--- config.mk ---
export PLATFORM = sky130hd
export DESIGN_NAME = bseu_exec_unit
export DESIGN_NICKNAME = d
export VERILOG_FILES = /design/src/bseu_pkg.sv /design/src/bseu_flag_alu.sv /design/src/bseu_cond_eval.sv /design/src/bseu_exec_unit.sv
export VERILOG_INCLUDE_DIRS = /design/src
export SDC_FILE = /design/constraint.sdc
export NUM_CORES = 1
export LEC_CHECK = 0
export ABC_CLOCK_PERIOD_IN_PS = 14500
export CORE_ASPECT_RATIO = 1.4
export CORE_MARGIN = 4
export CORE_UTILIZATION = 40
export CTS_CLUSTER_SIZE = 25
export DETAILED_ROUTE_END_ITERATION = 10
export DONT_BUFFER_PORTS = 1
export PLACE_DENSITY_LB_ADDON = 0.15
export SLEW_MARGIN = 10
export SYNTH_ARGS = -nofsm -noshare
export SYNTH_HDL_FRONTEND = slang
export SYNTH_SLANG_ARGS = --single-unit
--- constraint.sdc ---
create_clock -name ref_clk_i -period 14.5 [get_ports ref_clk_i]
set_input_delay 3.625 -clock ref_clk_i [delete_from_list [all_inputs] [get_ports ref_clk_i]]
set_output_delay 3.625 -clock ref_clk_i [all_outputs]
set_load 0.05 [all_outputs]
--- src/bseu_defines.svh ---
// Constants of the branch, skip and bit execution unit
`ifndef BSEU_DEFINES_SVH
`define BSEU_DEFINES_SVH

// ----------------------------------------------------------------
// Status flag bit positions
// ----------------------------------------------------------------
`define BSEU_FLAG_C 0
`define BSEU_FLAG_Z 1
`define BSEU_FLAG_N 2
`define BSEU_FLAG_V 3
`define BSEU_FLAG_S 4
`define BSEU_FLAG_H 5
`define BSEU_FLAG_T 6
`define BSEU_FLAG_I 7

// ----------------------------------------------------------------
// Widths and operand bit positions
// ----------------------------------------------------------------
`define BSEU_DATA_W 8
`define BSEU_ADDR_W 16
`define BSEU_IO_W 5
`define BSEU_OFS_W 7
`define BSEU_MSB 7
`define BSEU_NIB_MSB 3

// ----------------------------------------------------------------
// Cycle counts
// ----------------------------------------------------------------
`define BSEU_CYC_ONE 1
`define BSEU_CYC_JUMP 2
`define BSEU_CYC_CALL 3
`define BSEU_CYC_IO_BIT 2
`define BSEU_CYC_BR_TAKEN 2
`define BSEU_CYC_SKIP_ONE 2
`define BSEU_CYC_SKIP_TWO 3

// ----------------------------------------------------------------
// Program counter steps and byte constants
// ----------------------------------------------------------------
`define BSEU_PC_STEP 16'h0001
`define BSEU_SKIP_ONE_STEP 16'h0002
`define BSEU_SKIP_TWO_STEP 16'h0003
`define BSEU_BYTE_ZERO 8'h00
`define BSEU_BIT_ONE 8'h01

`endif

--- src/bseu_pkg.sv ---
// Types and helper functions of the branch, skip and bit execution unit
`include "bseu_defines.svh"

package bseu_pkg;

  // Decoded operation of this instruction group
  typedef enum logic [4:0] {
    BSEU_OP_NOP,
    BSEU_OP_JUMP_VIA_POINTER,
    BSEU_OP_CALL_VIA_POINTER,
    BSEU_OP_COMPARE_SKIP_EQUAL,
    BSEU_OP_COMPARE_IMMEDIATE,
    BSEU_OP_SKIP_REG_BIT_CLEAR,
    BSEU_OP_SKIP_REG_BIT_SET,
    BSEU_OP_SKIP_IO_BIT_CLEAR,
    BSEU_OP_SKIP_IO_BIT_SET,
    BSEU_OP_BRANCH_STATUS_BIT_SET,
    BSEU_OP_BRANCH_STATUS_BIT_CLEAR,
    BSEU_OP_BRANCH_SIGNED_GE,
    BSEU_OP_BRANCH_SIGNED_LT,
    BSEU_OP_BRANCH_UNSIGNED_GE,
    BSEU_OP_BRANCH_UNSIGNED_LT,
    BSEU_OP_BRANCH_CARRY_CLEAR,
    BSEU_OP_BRANCH_CARRY_SET,
    BSEU_OP_BRANCH_HALFCARRY_SET,
    BSEU_OP_BRANCH_HALFCARRY_CLEAR,
    BSEU_OP_BRANCH_TRANSFER_SET,
    BSEU_OP_BRANCH_TRANSFER_CLEAR,
    BSEU_OP_BRANCH_OVERFLOW_SET,
    BSEU_OP_BRANCH_OVERFLOW_CLEAR,
    BSEU_OP_BRANCH_IRQ_ON,
    BSEU_OP_BRANCH_IRQ_OFF,
    BSEU_OP_SET_IO_BIT,
    BSEU_OP_CLEAR_IO_BIT,
    BSEU_OP_ROTATE_LEFT_CARRY
  } bseu_op_t;

  // Decoded instruction handed in by the fetch stage
  typedef struct packed {
    logic                      valid;
    bseu_op_t                  op;
    logic [2:0]                bit_sel;
    logic [`BSEU_OFS_W-1:0]    offset;
    logic [`BSEU_DATA_W-1:0]   imm;
    logic [`BSEU_IO_W-1:0]     io_addr;
  } bseu_instr_t;

  // Operand values read by the core for the instruction
  typedef struct packed {
    logic [`BSEU_DATA_W-1:0]   rd_val;
    logic [`BSEU_DATA_W-1:0]   rr_val;
    logic [`BSEU_DATA_W-1:0]   io_val;
    logic [`BSEU_ADDR_W-1:0]   z_ptr;
    logic [`BSEU_ADDR_W-1:0]   pc;
    logic [`BSEU_DATA_W-1:0]   status_flags;
    logic                      next_two_word;
  } bseu_operands_t;

  // Write-back produced when the instruction completes
  typedef struct packed {
    logic                      done;
    logic                      pc_load;
    logic [`BSEU_ADDR_W-1:0]   pc_value;
    logic                      status_we;
    logic [`BSEU_DATA_W-1:0]   status_flags;
    logic                      io_we;
    logic [`BSEU_IO_W-1:0]     io_addr;
    logic [`BSEU_DATA_W-1:0]   io_data;
    logic                      rd_we;
    logic [`BSEU_DATA_W-1:0]   rd_data;
    logic                      push_we;
    logic [`BSEU_ADDR_W-1:0]   push_data;
  } bseu_result_t;

  // Selected bit of a byte
  function automatic logic bseu_bit_of(input logic [`BSEU_DATA_W-1:0] v,
                                       input logic [2:0] sel);
    return v[sel];
  endfunction

  // One-hot mask of a selected bit
  function automatic logic [`BSEU_DATA_W-1:0] bseu_bit_mask(input logic [2:0] sel);
    return `BSEU_BIT_ONE << sel;
  endfunction

endpackage

--- src/bseu_flag_alu.sv ---
// Flag arithmetic for immediate compare and rotate left through carry
`timescale 1ns/100ps
`default_nettype none
`include "bseu_defines.svh"

module bseu_flag_alu (
  input  wire logic [`BSEU_DATA_W-1:0] rd_val_i,
  input  wire logic [`BSEU_DATA_W-1:0] imm_i,
  input  wire logic [`BSEU_DATA_W-1:0] status_i,
  output logic      [`BSEU_DATA_W-1:0] cmp_status_o,
  output logic      [`BSEU_DATA_W-1:0] rot_status_o,
  output logic      [`BSEU_DATA_W-1:0] rot_data_o
);
  import bseu_pkg::*;

  logic [`BSEU_DATA_W-1:0] diff;
  logic                    d7;
  logic                    k7;
  logic                    r7;
  logic                    d3;
  logic                    k3;
  logic                    r3;

  // ----------------------------------------------------------------
  // Compare: difference is discarded, only flags survive
  // ----------------------------------------------------------------
  always_comb begin
    diff = rd_val_i - imm_i;
    d7   = rd_val_i[`BSEU_MSB];
    k7   = imm_i[`BSEU_MSB];
    r7   = diff[`BSEU_MSB];
    d3   = rd_val_i[`BSEU_NIB_MSB];
    k3   = imm_i[`BSEU_NIB_MSB];
    r3   = diff[`BSEU_NIB_MSB];
    // compare flag update
    // S is left alone since only Z N V C H are defined to change
    cmp_status_o              = status_i;
    cmp_status_o[`BSEU_FLAG_Z] = (diff == `BSEU_BYTE_ZERO);
    cmp_status_o[`BSEU_FLAG_N] = r7;
    cmp_status_o[`BSEU_FLAG_V] = (d7 & ~k7 & ~r7) | (~d7 & k7 & r7);
    cmp_status_o[`BSEU_FLAG_C] = (~d7 & k7) | (k7 & r7) | (r7 & ~d7);
    cmp_status_o[`BSEU_FLAG_H] = (~d3 & k3) | (k3 & r3) | (r3 & ~d3);
  end

  // ----------------------------------------------------------------
  // Rotate: carry in at bit 0, old bit 7 out to carry
  // ----------------------------------------------------------------
  always_comb begin
    rot_data_o                 = {rd_val_i[`BSEU_MSB-1:0], status_i[`BSEU_FLAG_C]};
    rot_status_o               = status_i;
    rot_status_o[`BSEU_FLAG_C] = rd_val_i[`BSEU_MSB];
    rot_status_o[`BSEU_FLAG_N] = rd_val_i[`BSEU_MSB-1];
    rot_status_o[`BSEU_FLAG_V] = rd_val_i[`BSEU_MSB-1] ^ rd_val_i[`BSEU_MSB];
    rot_status_o[`BSEU_FLAG_Z] = ({rd_val_i[`BSEU_MSB-1:0], status_i[`BSEU_FLAG_C]}
                                  == `BSEU_BYTE_ZERO);
  end

endmodule
`default_nettype wire

--- src/bseu_cond_eval.sv ---
// Branch condition evaluation against the status flags
`timescale 1ns/100ps
`default_nettype none
`include "bseu_defines.svh"

module bseu_cond_eval (
  input  wire bseu_pkg::bseu_op_t          op_i,
  input  wire logic [`BSEU_DATA_W-1:0]     status_i,
  input  wire logic [2:0]                  bit_sel_i,
  output logic                             is_branch_o,
  output logic                             take_o
);
  import bseu_pkg::*;

  logic f_c;
  logic f_n;
  logic f_v;
  logic f_h;
  logic f_t;
  logic f_i;

  // ----------------------------------------------------------------
  // Condition per branch flavour
  // ----------------------------------------------------------------
  always_comb begin
    f_c         = status_i[`BSEU_FLAG_C];
    f_n         = status_i[`BSEU_FLAG_N];
    f_v         = status_i[`BSEU_FLAG_V];
    f_h         = status_i[`BSEU_FLAG_H];
    f_t         = status_i[`BSEU_FLAG_T];
    f_i         = status_i[`BSEU_FLAG_I];
    is_branch_o = 1'b1;
    take_o      = 1'b0;
    case (op_i)
      BSEU_OP_BRANCH_STATUS_BIT_SET:   take_o = bseu_bit_of(status_i, bit_sel_i);
      BSEU_OP_BRANCH_STATUS_BIT_CLEAR: take_o = ~bseu_bit_of(status_i, bit_sel_i);
      BSEU_OP_BRANCH_SIGNED_GE:        take_o = ~(f_n ^ f_v);
      BSEU_OP_BRANCH_SIGNED_LT:        take_o = f_n ^ f_v;
      BSEU_OP_BRANCH_UNSIGNED_GE:      take_o = ~f_c;
      BSEU_OP_BRANCH_CARRY_CLEAR:      take_o = ~f_c;
      BSEU_OP_BRANCH_UNSIGNED_LT:      take_o = f_c;
      BSEU_OP_BRANCH_CARRY_SET:        take_o = f_c;
      BSEU_OP_BRANCH_HALFCARRY_SET:    take_o = f_h;
      BSEU_OP_BRANCH_HALFCARRY_CLEAR:  take_o = ~f_h;
      BSEU_OP_BRANCH_TRANSFER_SET:     take_o = f_t;
      BSEU_OP_BRANCH_TRANSFER_CLEAR:   take_o = ~f_t;
      BSEU_OP_BRANCH_OVERFLOW_SET:     take_o = f_v;
      BSEU_OP_BRANCH_OVERFLOW_CLEAR:   take_o = ~f_v;
      BSEU_OP_BRANCH_IRQ_ON:           take_o = f_i;
      BSEU_OP_BRANCH_IRQ_OFF:          take_o = ~f_i;
      default:                         is_branch_o = 1'b0;
    endcase
  end

endmodule
`default_nettype wire

--- src/bseu_exec_unit.sv ---
// Top of the branch, skip and bit execution unit
`timescale 1ns/100ps
`default_nettype none
`include "bseu_defines.svh"

module bseu_exec_unit #(
  parameter int CNT_WIDTH = 2
) (
  input  wire logic                    ref_clk_i,
  input  wire logic                    resetn_i,
  input  wire bseu_pkg::bseu_instr_t    instr_i,
  input  wire bseu_pkg::bseu_operands_t operands_i,
  output logic                         ready_o,
  output bseu_pkg::bseu_result_t        result_o
);
  import bseu_pkg::*;

  // ----------------------------------------------------------------
  // Elaboration checks
  // ----------------------------------------------------------------
  // The counter must hold the longest count, three cycles
  // A narrower counter would wrap and end early
  generate
    if (CNT_WIDTH < 2) begin : g_bad_cnt
      $error("CNT_WIDTH must be at least 2");
    end
  endgenerate

  // ----------------------------------------------------------------
  // Types and declarations
  // ----------------------------------------------------------------
  // One-hot codes; others fall to the default branch
  typedef enum logic [1:0] {
    BSEU_ST_IDLE = 2'b01,
    BSEU_ST_BUSY = 2'b10
  } bseu_state_t;

  // Sequencer state; pend_reg parks long write-backs
  bseu_state_t             state_reg;
  bseu_state_t             state_next;
  logic [CNT_WIDTH-1:0]    cnt_reg;
  logic [CNT_WIDTH-1:0]    cnt_next;
  bseu_result_t            pend_reg;
  bseu_result_t            pend_next;

  bseu_result_t            result_reg;
  bseu_result_t            result_next;
  logic                    ready_reg;
  logic                    ready_next;

  // Decode of the presented instruction, not held
  bseu_result_t            exec_res;
  logic [CNT_WIDTH-1:0]    exec_cyc;
  logic                    skip_op;
  logic                    skip_cond;
  logic                    br_is;
  logic                    br_take;
  logic [`BSEU_DATA_W-1:0] cmp_status;
  logic [`BSEU_DATA_W-1:0] rot_status;
  logic [`BSEU_DATA_W-1:0] rot_data;
  logic [`BSEU_ADDR_W-1:0] k_ext;
  logic                    take;

  // ----------------------------------------------------------------
  // Helper instances
  // ----------------------------------------------------------------
  // Condition decode kept apart so the flag map sits in one place
  bseu_cond_eval u_cond (
    .op_i        (instr_i.op),
    .status_i    (operands_i.status_flags),
    .bit_sel_i   (instr_i.bit_sel),
    .is_branch_o (br_is),
    .take_o      (br_take)
  );

  // Flag arithmetic for compare and rotate
  // Both results form every cycle; the case picks one
  bseu_flag_alu u_alu (
    .rd_val_i     (operands_i.rd_val),
    .imm_i        (instr_i.imm),
    .status_i     (operands_i.status_flags),
    .cmp_status_o (cmp_status),
    .rot_status_o (rot_status),
    .rot_data_o   (rot_data)
  );

  // ----------------------------------------------------------------
  // Instruction execution
  // ----------------------------------------------------------------
  // Taken only in idle; operands are sampled on that edge, so the
  // core may change them while the unit counts off the cycles
  // A request seen while busy is dropped, not queued
  assign take = instr_i.valid & (state_reg == BSEU_ST_IDLE);

  // Offset is a signed word count, sign extended to address width
  // PC arithmetic wraps at the top of the space
  assign k_ext = `BSEU_ADDR_W'($signed(instr_i.offset));

  // Result and cycle count of the presented instruction
  // Cycles per group:
  //   jump 2, call 3
  //   compare, rotate 1
  //   I/O bit write 2
  //   branch 1 or 2
  //   skip 1, 2 or 3
  //   other 1, done only
  // Unnamed fields stay zero
  always_comb begin
    exec_res          = '0;
    exec_res.done     = 1'b1;
    exec_res.pc_value = operands_i.pc + `BSEU_PC_STEP;
    exec_cyc          = CNT_WIDTH'(`BSEU_CYC_ONE);
    skip_op           = 1'b0;
    skip_cond         = 1'b0;

    case (instr_i.op)
      BSEU_OP_JUMP_VIA_POINTER: begin
        exec_res.pc_load  = 1'b1;
        exec_res.pc_value = operands_i.z_ptr;
        exec_cyc          = CNT_WIDTH'(`BSEU_CYC_JUMP);
      end

      BSEU_OP_CALL_VIA_POINTER: begin
        exec_res.push_we   = 1'b1;
        exec_res.push_data = operands_i.pc + `BSEU_PC_STEP;
        exec_res.pc_load   = 1'b1;
        exec_res.pc_value  = operands_i.z_ptr;
        exec_cyc           = CNT_WIDTH'(`BSEU_CYC_CALL);
      end

      BSEU_OP_COMPARE_SKIP_EQUAL: begin
        skip_op   = 1'b1;
        skip_cond = (operands_i.rd_val == operands_i.rr_val);
      end

      BSEU_OP_COMPARE_IMMEDIATE: begin
        // Difference itself is never stored
        // flags only, no write-back
        exec_res.status_we    = 1'b1;
        exec_res.status_flags = cmp_status;
      end

      BSEU_OP_SKIP_REG_BIT_CLEAR: begin
        skip_op   = 1'b1;
        skip_cond = ~bseu_bit_of(operands_i.rr_val, instr_i.bit_sel);
      end

      BSEU_OP_SKIP_REG_BIT_SET: begin
        skip_op   = 1'b1;
        skip_cond = bseu_bit_of(operands_i.rr_val, instr_i.bit_sel);
      end

      BSEU_OP_SKIP_IO_BIT_CLEAR: begin
        skip_op   = 1'b1;
        skip_cond = ~bseu_bit_of(operands_i.io_val, instr_i.bit_sel);
      end

      BSEU_OP_SKIP_IO_BIT_SET: begin
        skip_op   = 1'b1;
        skip_cond = bseu_bit_of(operands_i.io_val, instr_i.bit_sel);
      end

      BSEU_OP_SET_IO_BIT: begin
        exec_res.io_we   = 1'b1;
        exec_res.io_addr = instr_i.io_addr;
        exec_res.io_data = operands_i.io_val | bseu_bit_mask(instr_i.bit_sel);
        exec_cyc         = CNT_WIDTH'(`BSEU_CYC_IO_BIT);
      end

      BSEU_OP_CLEAR_IO_BIT: begin
        exec_res.io_we   = 1'b1;
        exec_res.io_addr = instr_i.io_addr;
        exec_res.io_data = operands_i.io_val & ~bseu_bit_mask(instr_i.bit_sel);
        exec_cyc         = CNT_WIDTH'(`BSEU_CYC_IO_BIT);
      end

      BSEU_OP_ROTATE_LEFT_CARRY: begin
        exec_res.rd_we        = 1'b1;
        exec_res.rd_data      = rot_data;
        exec_res.status_we    = 1'b1;
        exec_res.status_flags = rot_status;
      end

      default: begin
        // Untaken branches and unknown codes keep the plain step
        // taken branch reloads PC, two cycles
        if (br_is && br_take) begin
          exec_res.pc_load  = 1'b1;
          exec_res.pc_value = operands_i.pc + k_ext + `BSEU_PC_STEP;
          exec_cyc          = CNT_WIDTH'(`BSEU_CYC_BR_TAKEN);
        end
      end
    endcase
    // A skip overrides the plain step
    // skip length follows next word count
    if (skip_op && skip_cond) begin
      exec_res.pc_load = 1'b1;
      if (operands_i.next_two_word) begin
        exec_res.pc_value = operands_i.pc + `BSEU_SKIP_TWO_STEP;
        exec_cyc          = CNT_WIDTH'(`BSEU_CYC_SKIP_TWO);
      end else begin
        exec_res.pc_value = operands_i.pc + `BSEU_SKIP_ONE_STEP;
        exec_cyc          = CNT_WIDTH'(`BSEU_CYC_SKIP_ONE);
      end
    end
  end

  // ----------------------------------------------------------------
  // Sequencer next state
  // ----------------------------------------------------------------
  // Write-back strobes are single cycle pulses on the last cycle,
  // so the core commits the instruction exactly once
  // Call walk from take edge 0:
  //   edge 0 ready low
  //   edge 2 done, ready high
  //   edge 3 result zero
  // Next take at edge 3 at the earliest, as result clears
  always_comb begin
    state_next  = state_reg;
    cnt_next    = cnt_reg;
    pend_next   = pend_reg;
    ready_next  = ready_reg;
    result_next = '0;

    case (state_reg)
      BSEU_ST_IDLE: begin
        // One-cycle work goes straight out
        if (take) begin
          if (exec_cyc == CNT_WIDTH'(`BSEU_CYC_ONE)) begin
            result_next = exec_res;
          end else begin
            pend_next  = exec_res;
            cnt_next   = exec_cyc - CNT_WIDTH'(`BSEU_CYC_ONE);
            state_next = BSEU_ST_BUSY;
            ready_next = 1'b0;
          end
        end
      end

      BSEU_ST_BUSY: begin
        // Count down to the last cycle
        if (cnt_reg == CNT_WIDTH'(`BSEU_CYC_ONE)) begin
          result_next = pend_reg;
          pend_next   = '0;
          cnt_next    = '0;
          state_next  = BSEU_ST_IDLE;
          ready_next  = 1'b1;
        end else begin
          cnt_next = cnt_reg - CNT_WIDTH'(`BSEU_CYC_ONE);
        end
      end

      default: begin
        // Illegal code falls back to idle without a write-back
        pend_next  = '0;
        cnt_next   = '0;
        state_next = BSEU_ST_IDLE;
        ready_next = 1'b1;
      end
    endcase
  end

  // ----------------------------------------------------------------
  // Sequencer registers
  // ----------------------------------------------------------------
  // Synchronous reset, otherwise plain registering
  always_ff @(posedge ref_clk_i) begin
    if (!resetn_i) begin
      state_reg  <= BSEU_ST_IDLE;
      cnt_reg    <= '0;
      pend_reg   <= '0;
      result_reg <= '0;
      ready_reg  <= 1'b1;
    end else begin
      state_reg  <= state_next;
      cnt_reg    <= cnt_next;
      pend_reg   <= pend_next;
      result_reg <= result_next;
      ready_reg  <= ready_next;
    end
  end

  // ----------------------------------------------------------------
  // Outputs
  // ----------------------------------------------------------------
  // Straight from flip-flops, no decode glitches
  assign ready_o  = ready_reg;
  assign result_o = result_reg;

endmodule
`default_nettype wire

; Yosys cells after proc, flatten, opt, wreduce, memory -nomap -nowiden
; Index checks and enable logic that the tools add are counted.
[classes]
addsub = 8
magnitude_cmp = 1
eq_ne = 35
n_shift = 1
muxes = 42
bitwise_logic = 33
n_reduce_logical = 14
[op_table]
columns = cell, count
row1 = 67-bit two-way mux, 6
row2 = 67-bit case mux with 2 select lines, 2
row3 = 5-bit equality test (second input constant), 12
row4 = 17-bit two-way mux, 3
row5 = 5-bit by 4-bit equality test with 1-bit output (second input constant), 8
row6 = 17-bit case mux with 2 select lines, 1
row7 = 16-bit by 1-bit adder with 16-bit output (second input constant), 2
row8 = 16-bit by 2-bit adder with 16-bit output (second input constant), 2
row9 = 14-bit case mux with 2 select lines, 1
row10 = 5-bit by 3-bit equality test with 1-bit output (second input constant), 4
row11 = 9-bit case mux with 2 select lines, 1
row12 = 16-bit adder, 1
row13 = 8-bit zero test, 2
row14 = 16-bit two-way mux, 1
row15 = 2-bit two-way mux, 8
row16 = 16-bit OR reduction, 1
row17 = 1-bit case mux with 14 select lines, 1
row18 = 1-bit inverter, 13
row19 = 1-bit bitwise AND, 10
row20 = 5-bit by 2-bit equality test with 1-bit output (second input constant), 2
row21 = 1-bit binary-select mux with 3-bit select, 3
row22 = 1-bit two-way mux, 9
row23 = 9-bit two-way mux, 1
row24 = 9-bit OR reduction, 1
row25 = other kinds (25), 39
[totals]
regBits = 139
inputBits = 96
output_inout_bits = 68
elab_cells = 161

; Depth between registers and ports, before layout
[depth]
ltp_word = 12
ltp_mapped = 20
ltp_nobuf = 15

; By module
; A second synthesis with hierarchy kept.
[unflattened]
cells_unflattened = 988
hier_area_um2 = 8174.1
[by_module_without_submodules]
columns = mod, instances, cells_per_inst, area_each_um2, seq_area_each_um2
row1 = bseu_exec_unit, 1, 869, 7234.4, 2742.6
row2 = bseu_flag_alu, 1, 74, 583.1, 0.0
row3 = bseu_cond_eval, 1, 45, 356.6, 0.0

; Worst setup path before layout
; OpenSTA, ideal clock, no wires.
[synth_path]
kind = input to register
startpoint = in instr_i[20] (netlist name)
endpoint = reg pend_reg[62] (netlist name)
setup_time_ns = 0.062
arrival_ns = 7.119
t_required_ns = 14.438
slack_ns = 7.319
path_stages = 19
n_path_buf = 6
cell_sequence = buf_6 > buf_6 > mux4_2 > mux2i_1 > mux2i_1 > o311a_1 > buf_2 > and3_1 > and2_1 > ha_1 > inv_1 > a21boi_1 > nand2b_1 > clkbuf_1 > and2_1 > clkbuf_1 > clkbuf_1 > nand2_1 > nand3_1
[synth_between]
elab_chain_len = 11
word_cells_on_any_way = 25
classes_between = eq/ne (2) / mux (17) / bitwise (3) / reduce/logical (3)
[synth_lines]
columns = element, line_no
row1 = "start, declared", bseu_exec_unit.sv:11  ; input wire bseu_pkg::bseu_instr_t instr_i,
row2 = 1-bit binary-select mux with 3-bit select, bseu_pkg.sv:78  ; return v[sel];
row3 = 1-bit two-way mux (implied by the code), bseu_pkg.sv:78
row4 = 1-bit inverter, bseu_cond_eval.sv:36  ; BSEU_OP_BRANCH_STATUS_BIT_CLEAR: take_o = ~bseu_bit_of(status_i, bit_sel_i);
row5 = 1-bit case mux with 14 select lines, bseu_cond_eval.sv:34  ; case (op_i)
row6 = 1-bit logical AND, bseu_exec_unit.sv:187  ; if (br_is && br_take) begin
row7 = 2-bit two-way mux / 17-bit two-way mux (equally long branches), bseu_exec_unit.sv:187
row8 = 2-bit case mux with 3 select lines / 17-bit case mux with 2 select lines (equally long branches), bseu_exec_unit.sv:116  ; case (instr_i.op)
row9 = 2-bit two-way mux / 17-bit two-way mux (equally long branches), bseu_exec_unit.sv:196  ; if (skip_op && skip_cond) begin
row10 = 2-bit by 1-bit equality test with 1-bit output / 67-bit two-way mux (equally long branches), bseu_exec_unit.sv:229  ; if (exec_cyc == CNT_WIDTH'(`BSEU_CYC_ONE)) begin
row11 = 2-bit inequality test (no line) / 67-bit two-way mux (equally long branches), -
row12 = 3-bit AND reduction (no line) / 67-bit case mux with 2 select lines (equally long branches), -
row13 = "end signal, assigned", bseu_exec_unit.sv:277  ; pend_reg <= pend_next;
row14 = "end, declared", bseu_exec_unit.sv:43  ; bseu_result_t pend_reg;
; Parallel ways exist; a longest one is shown, timed or not. The select of a mux whose other input is x is not followed.
; A chain may end at the register's enable or synchronous reset.

; Final worst setup path
[layout_path]
startpoint = in instr_i[24] (netlist name)
endpoint = reg pend_reg[15] (netlist name)
[layout_between]
elab_chain_len = 10
word_cells_on_any_way = 49
classes_between = eq/ne (29) / mux (11) / reduce/logical (9)
[layout_lines]
columns = element, line_no
row1 = 5-bit by 4-bit equality test with 1-bit output / 5-bit equality test (equally long branches), bseu_cond_eval.sv:34
row2 = 2-bit OR reduction (no line) / 16-bit OR reduction (equally long branches), -
row3 = 1-bit case mux with 14 select lines / 1-bit two-way mux (equally long branches), bseu_cond_eval.sv:34
row4 = 1-bit logical AND, bseu_exec_unit.sv:187
row5 = 2-bit two-way mux, bseu_exec_unit.sv:187
row6 = 2-bit case mux with 3 select lines, bseu_exec_unit.sv:116
row7 = 2-bit two-way mux, bseu_exec_unit.sv:196
row8 = 2-bit by 1-bit equality test with 1-bit output, bseu_exec_unit.sv:229
row9 = 2-bit inequality test (no line), -
row10 = 3-bit AND reduction (no line), -
; Parallel ways exist; a longest one is shown, timed or not. The select of a mux whose other input is x is not followed.

==> flow_summary.yaml <==
clock_network:
  cts_resized: 0
  ctsRootBufferMaster: "clkbuf_16"
  cts_setup_buffers: 0
  cts_buffers: 17
  cts_sinks: 137
  clk_path_buf_depth: 2
  cts_tree: "done"
  htree_levels: 4
  hold_buffers: 0
  clock_latency_ps: 420
  clkTransAtPathRegs_ps: 60
yosys:
  yosysWarningCount: 0
  synth_area_leaders: "dfxtp_1 (34%), a22oi_1 (7.6%), nor2_1 (5.5%), ha_1 (5.0%), nor2b_1 (4.4%)"
  synth_edf_count: 0
  synth_cell_types: 73
  syn-num-nets: 1108
  yosysTopAreaCell: "dfxtp_1"
  synthArstFlopShare: 0
  netlist_instances: 976
  ys.flop_type: "dfxtp_1"
  syn_avg_cell_area_sq_um: 8.27
  ys_seq_elements: 137
  synth_top_area_frac: 0.340
  synthesis.area_sq_um: 8070
  yosysSeqAreaShare: 0.340
routing:
  drc: 0
  ant_nets: 0
  routed-via-count: 6914
  drtIter0Drc: 440
  vias_per_cell: 5.80
  routed_wl_um: 24900
  wl_met1_um: 9670
  wl_met2_um: 12700
  wl_met3_um: 1710
  wl_per_cell_um: 20.9
  maxUsedRoutingLayer: "met5"
  drt_first_pass_iters: 5
outcome:
  run_status: "completed"
global_routing:
  grt_pass1_vias: 6698
  grt_pass1_wl_um: 38500
  grt-ovfl-total: 0
  antenna_found_initial: 1
  grt.total_usage: 0.219
  grt_max_degree: 60
power_and_ir_drop:
  p_sw_uw: 395
  intPower_uw: 729
  comb_power_share: 0.245
  switching_share: 0.351
  clkPwrFrac: 0.376
  ir_drop_mv: 0.0871
  leakage_nw: 3.14
  power_density_nw_per_um2: 129
  p_seq_frac: 0.379
cells_and_area:
  layout_commonest_cell: "dfxtp_1"
  fin_nets: 1059
  fill_cells: 2014
  synthToLayoutAreaGrowth_pct: 7.58
  final_cell_mix: "dfxtp_1 (137), nor2_1 (118), a22oi_1 (82)"
  antenna_cells: 0
  instances_no_fill: 1192
  largest_reg_flops: 67
  drive_above_1_share: 0.0660
timing:
  max_freq_mhz: 134
  report.final.hold_viol_count: 0
  max_slew_margin: 0.287
  worstMarginPinSlew_ps: 1070
  finalMaxSlewViolations: 0
  setup_viol: 0
  fin_crit_sh: 0.515
  setup_ws_ps: 7030
  fin_crit_ps: 7470
  tns_ps: 0
  rsz0062_at_grt: "no"
  fin_skew_ps: 7.31
  whs_ps: 447
floorplan:
  coreArea_sq_um: 19800
  die-area_sq_um: 22500
  chipWidth_um: 128
  start_util: 0.407
  rows: 61
  io_pins: 164
  fp.dieH_um: 176
setup_path:
  worstSetupEndpointType: "flop"
  critPathKind: "input port to flop"
  crit_path_start_kind: "input port"
  cp_max_fo: 35
  cp_data_required_time_ps: 14810
  worstPathArrival_ps: 7780
run:
  maxCapViolations: 0
min_path:
  hp-class: "flop to flop"
place:
  portBuffers: 0
  dp_worst_setup_slack_ps: 6600
  place.detailed.hpwl_um: 18700
  dp.cells: 1160
  place_congestion: 0.897
-- cell type report --
type / instances / area [sq um] / area share
timing repair buffer: 5 / 37.5 / 0.00432
clock inverter: 14 / 139 / 0.0160
tap: 252 / 315 / 0.0363
sequential: 137 / 2740 / 0.316
clock buffer: 18 / 429 / 0.0494
multi-input combinational: 737 / 4910 / 0.565
inverter: 29 / 109 / 0.0125
-- synthesized netlist by cell type (3+ instances only) --
cell and n:
a211o_1 3, a211oi_1 4, a21boi_0 6, a21o_1 8, a21oi_1 40, a221o_1 11, a221oi_1 3, a22o_1 6
a22oi_1 82, a31oi_1 12, a32oi_1 4, and2_1 6, and3_1 10, and4_1 4, buf_2 11, buf_6 3
clkbuf_1 55, dfxtp_1 137, fa_1 4, ha_1 32, inv_1 28, mux2_2 8, mux2i_1 19, mux4_2 4
nand2_1 73, nand2b_1 10, nand3_1 25, nand4_1 5, nor2_1 118, nor2b_1 57, nor3_1 15, nor3b_1 3
nor4_1 8, nor4b_1 4, o2111a_1 4, o21ai_0 27, o21ai_1 18, o21bai_1 5, o31ai_1 5, or2_2 3
or4_1 3, xnor2_1 27, xor2_1 28
-- critical path: stages --
cell and delay, ps:
mux2_1 290, a211o_1 290, a31oi_1 210, o22ai_2 140, nor2_4 530, and3_1 290, and2_1 140, ha_1 170
inv_1 40, a21boi_1 380, nand2b_2 520, buf_4 460, nor2_1 350, a22oi_1 260, nor2b_1 60
-- kinds of logic (layout without fill, tap and decap cells) --
family,after synthesis,count (layout),synth area share
and+or+nand+nor,356,356,0.218
buffers and inverters,102,66,0.0529
AOI/OAI and AO/OA,257,257,0.222
DFF,137,137,0.340
adders and majority gates,36,36,0.0595
muxes,33,33,0.0490
xor gates and xnor gates,55,55,0.0597
-- metal layers --
| metal | GRT usage | vias to the layer above |
|---|---|---|
| met1 | 0.251 | 3287 |
| met5 | 0 | - |
| met4 | 0.0841 | 2 |
| li1 | - | 3382 |
| met3 | 0.0566 | 38 |
| met2 | 0.385 | 205 |
-- power groups by stage --
stage | Clock [mW] | Combinational, mW | Sequential (mW)
after floorplan | 0 | 0.217 | 0.430
after global placement | 0 | 0.276 | 0.434
after detailed placement | 0 | 0.276 | 0.434
after CTS | 0.431 | 0.278 | 0.426
after global routing | 0.448 | 0.305 | 0.429
final | 0.423 | 0.275 | 0.426
-- per-stage QoR --
step | utilization | area [sq um] | total power, mW
after CTS | 0.437 | 8680 | 1.13
after detailed placement | 0.409 | 8110 | 0.711
after global routing | 0.438 | 8680 | 1.18
after global placement | 0.409 | 8110 | 0.710
final | 0.438 | 8680 | 1.12
after floorplan | - | 8070 | 0.647
-- worst paths after layout --
kind | start | end | slack (ps) | cells after the start
worst min-delay path | pend_reg[53]$_SDFFE_PN0P_ | pend_reg[53]$_SDFFE_PN0P_ | 450 | 2
worst min register to register | pend_reg[53]$_SDFFE_PN0P_ | pend_reg[53]$_SDFFE_PN0P_ | 450 | 2
worst max-delay path | instr_i[24] | pend_reg[15]$_SDFFE_PN0P_ | 7030 | 15
worst max register to register | state_reg[0]$_SDFFE_PN1P_ | pend_reg[15]$_SDFFE_PN0P_ | 11110 | 7
No activity file was read; power rests on OpenSTA's default activity.
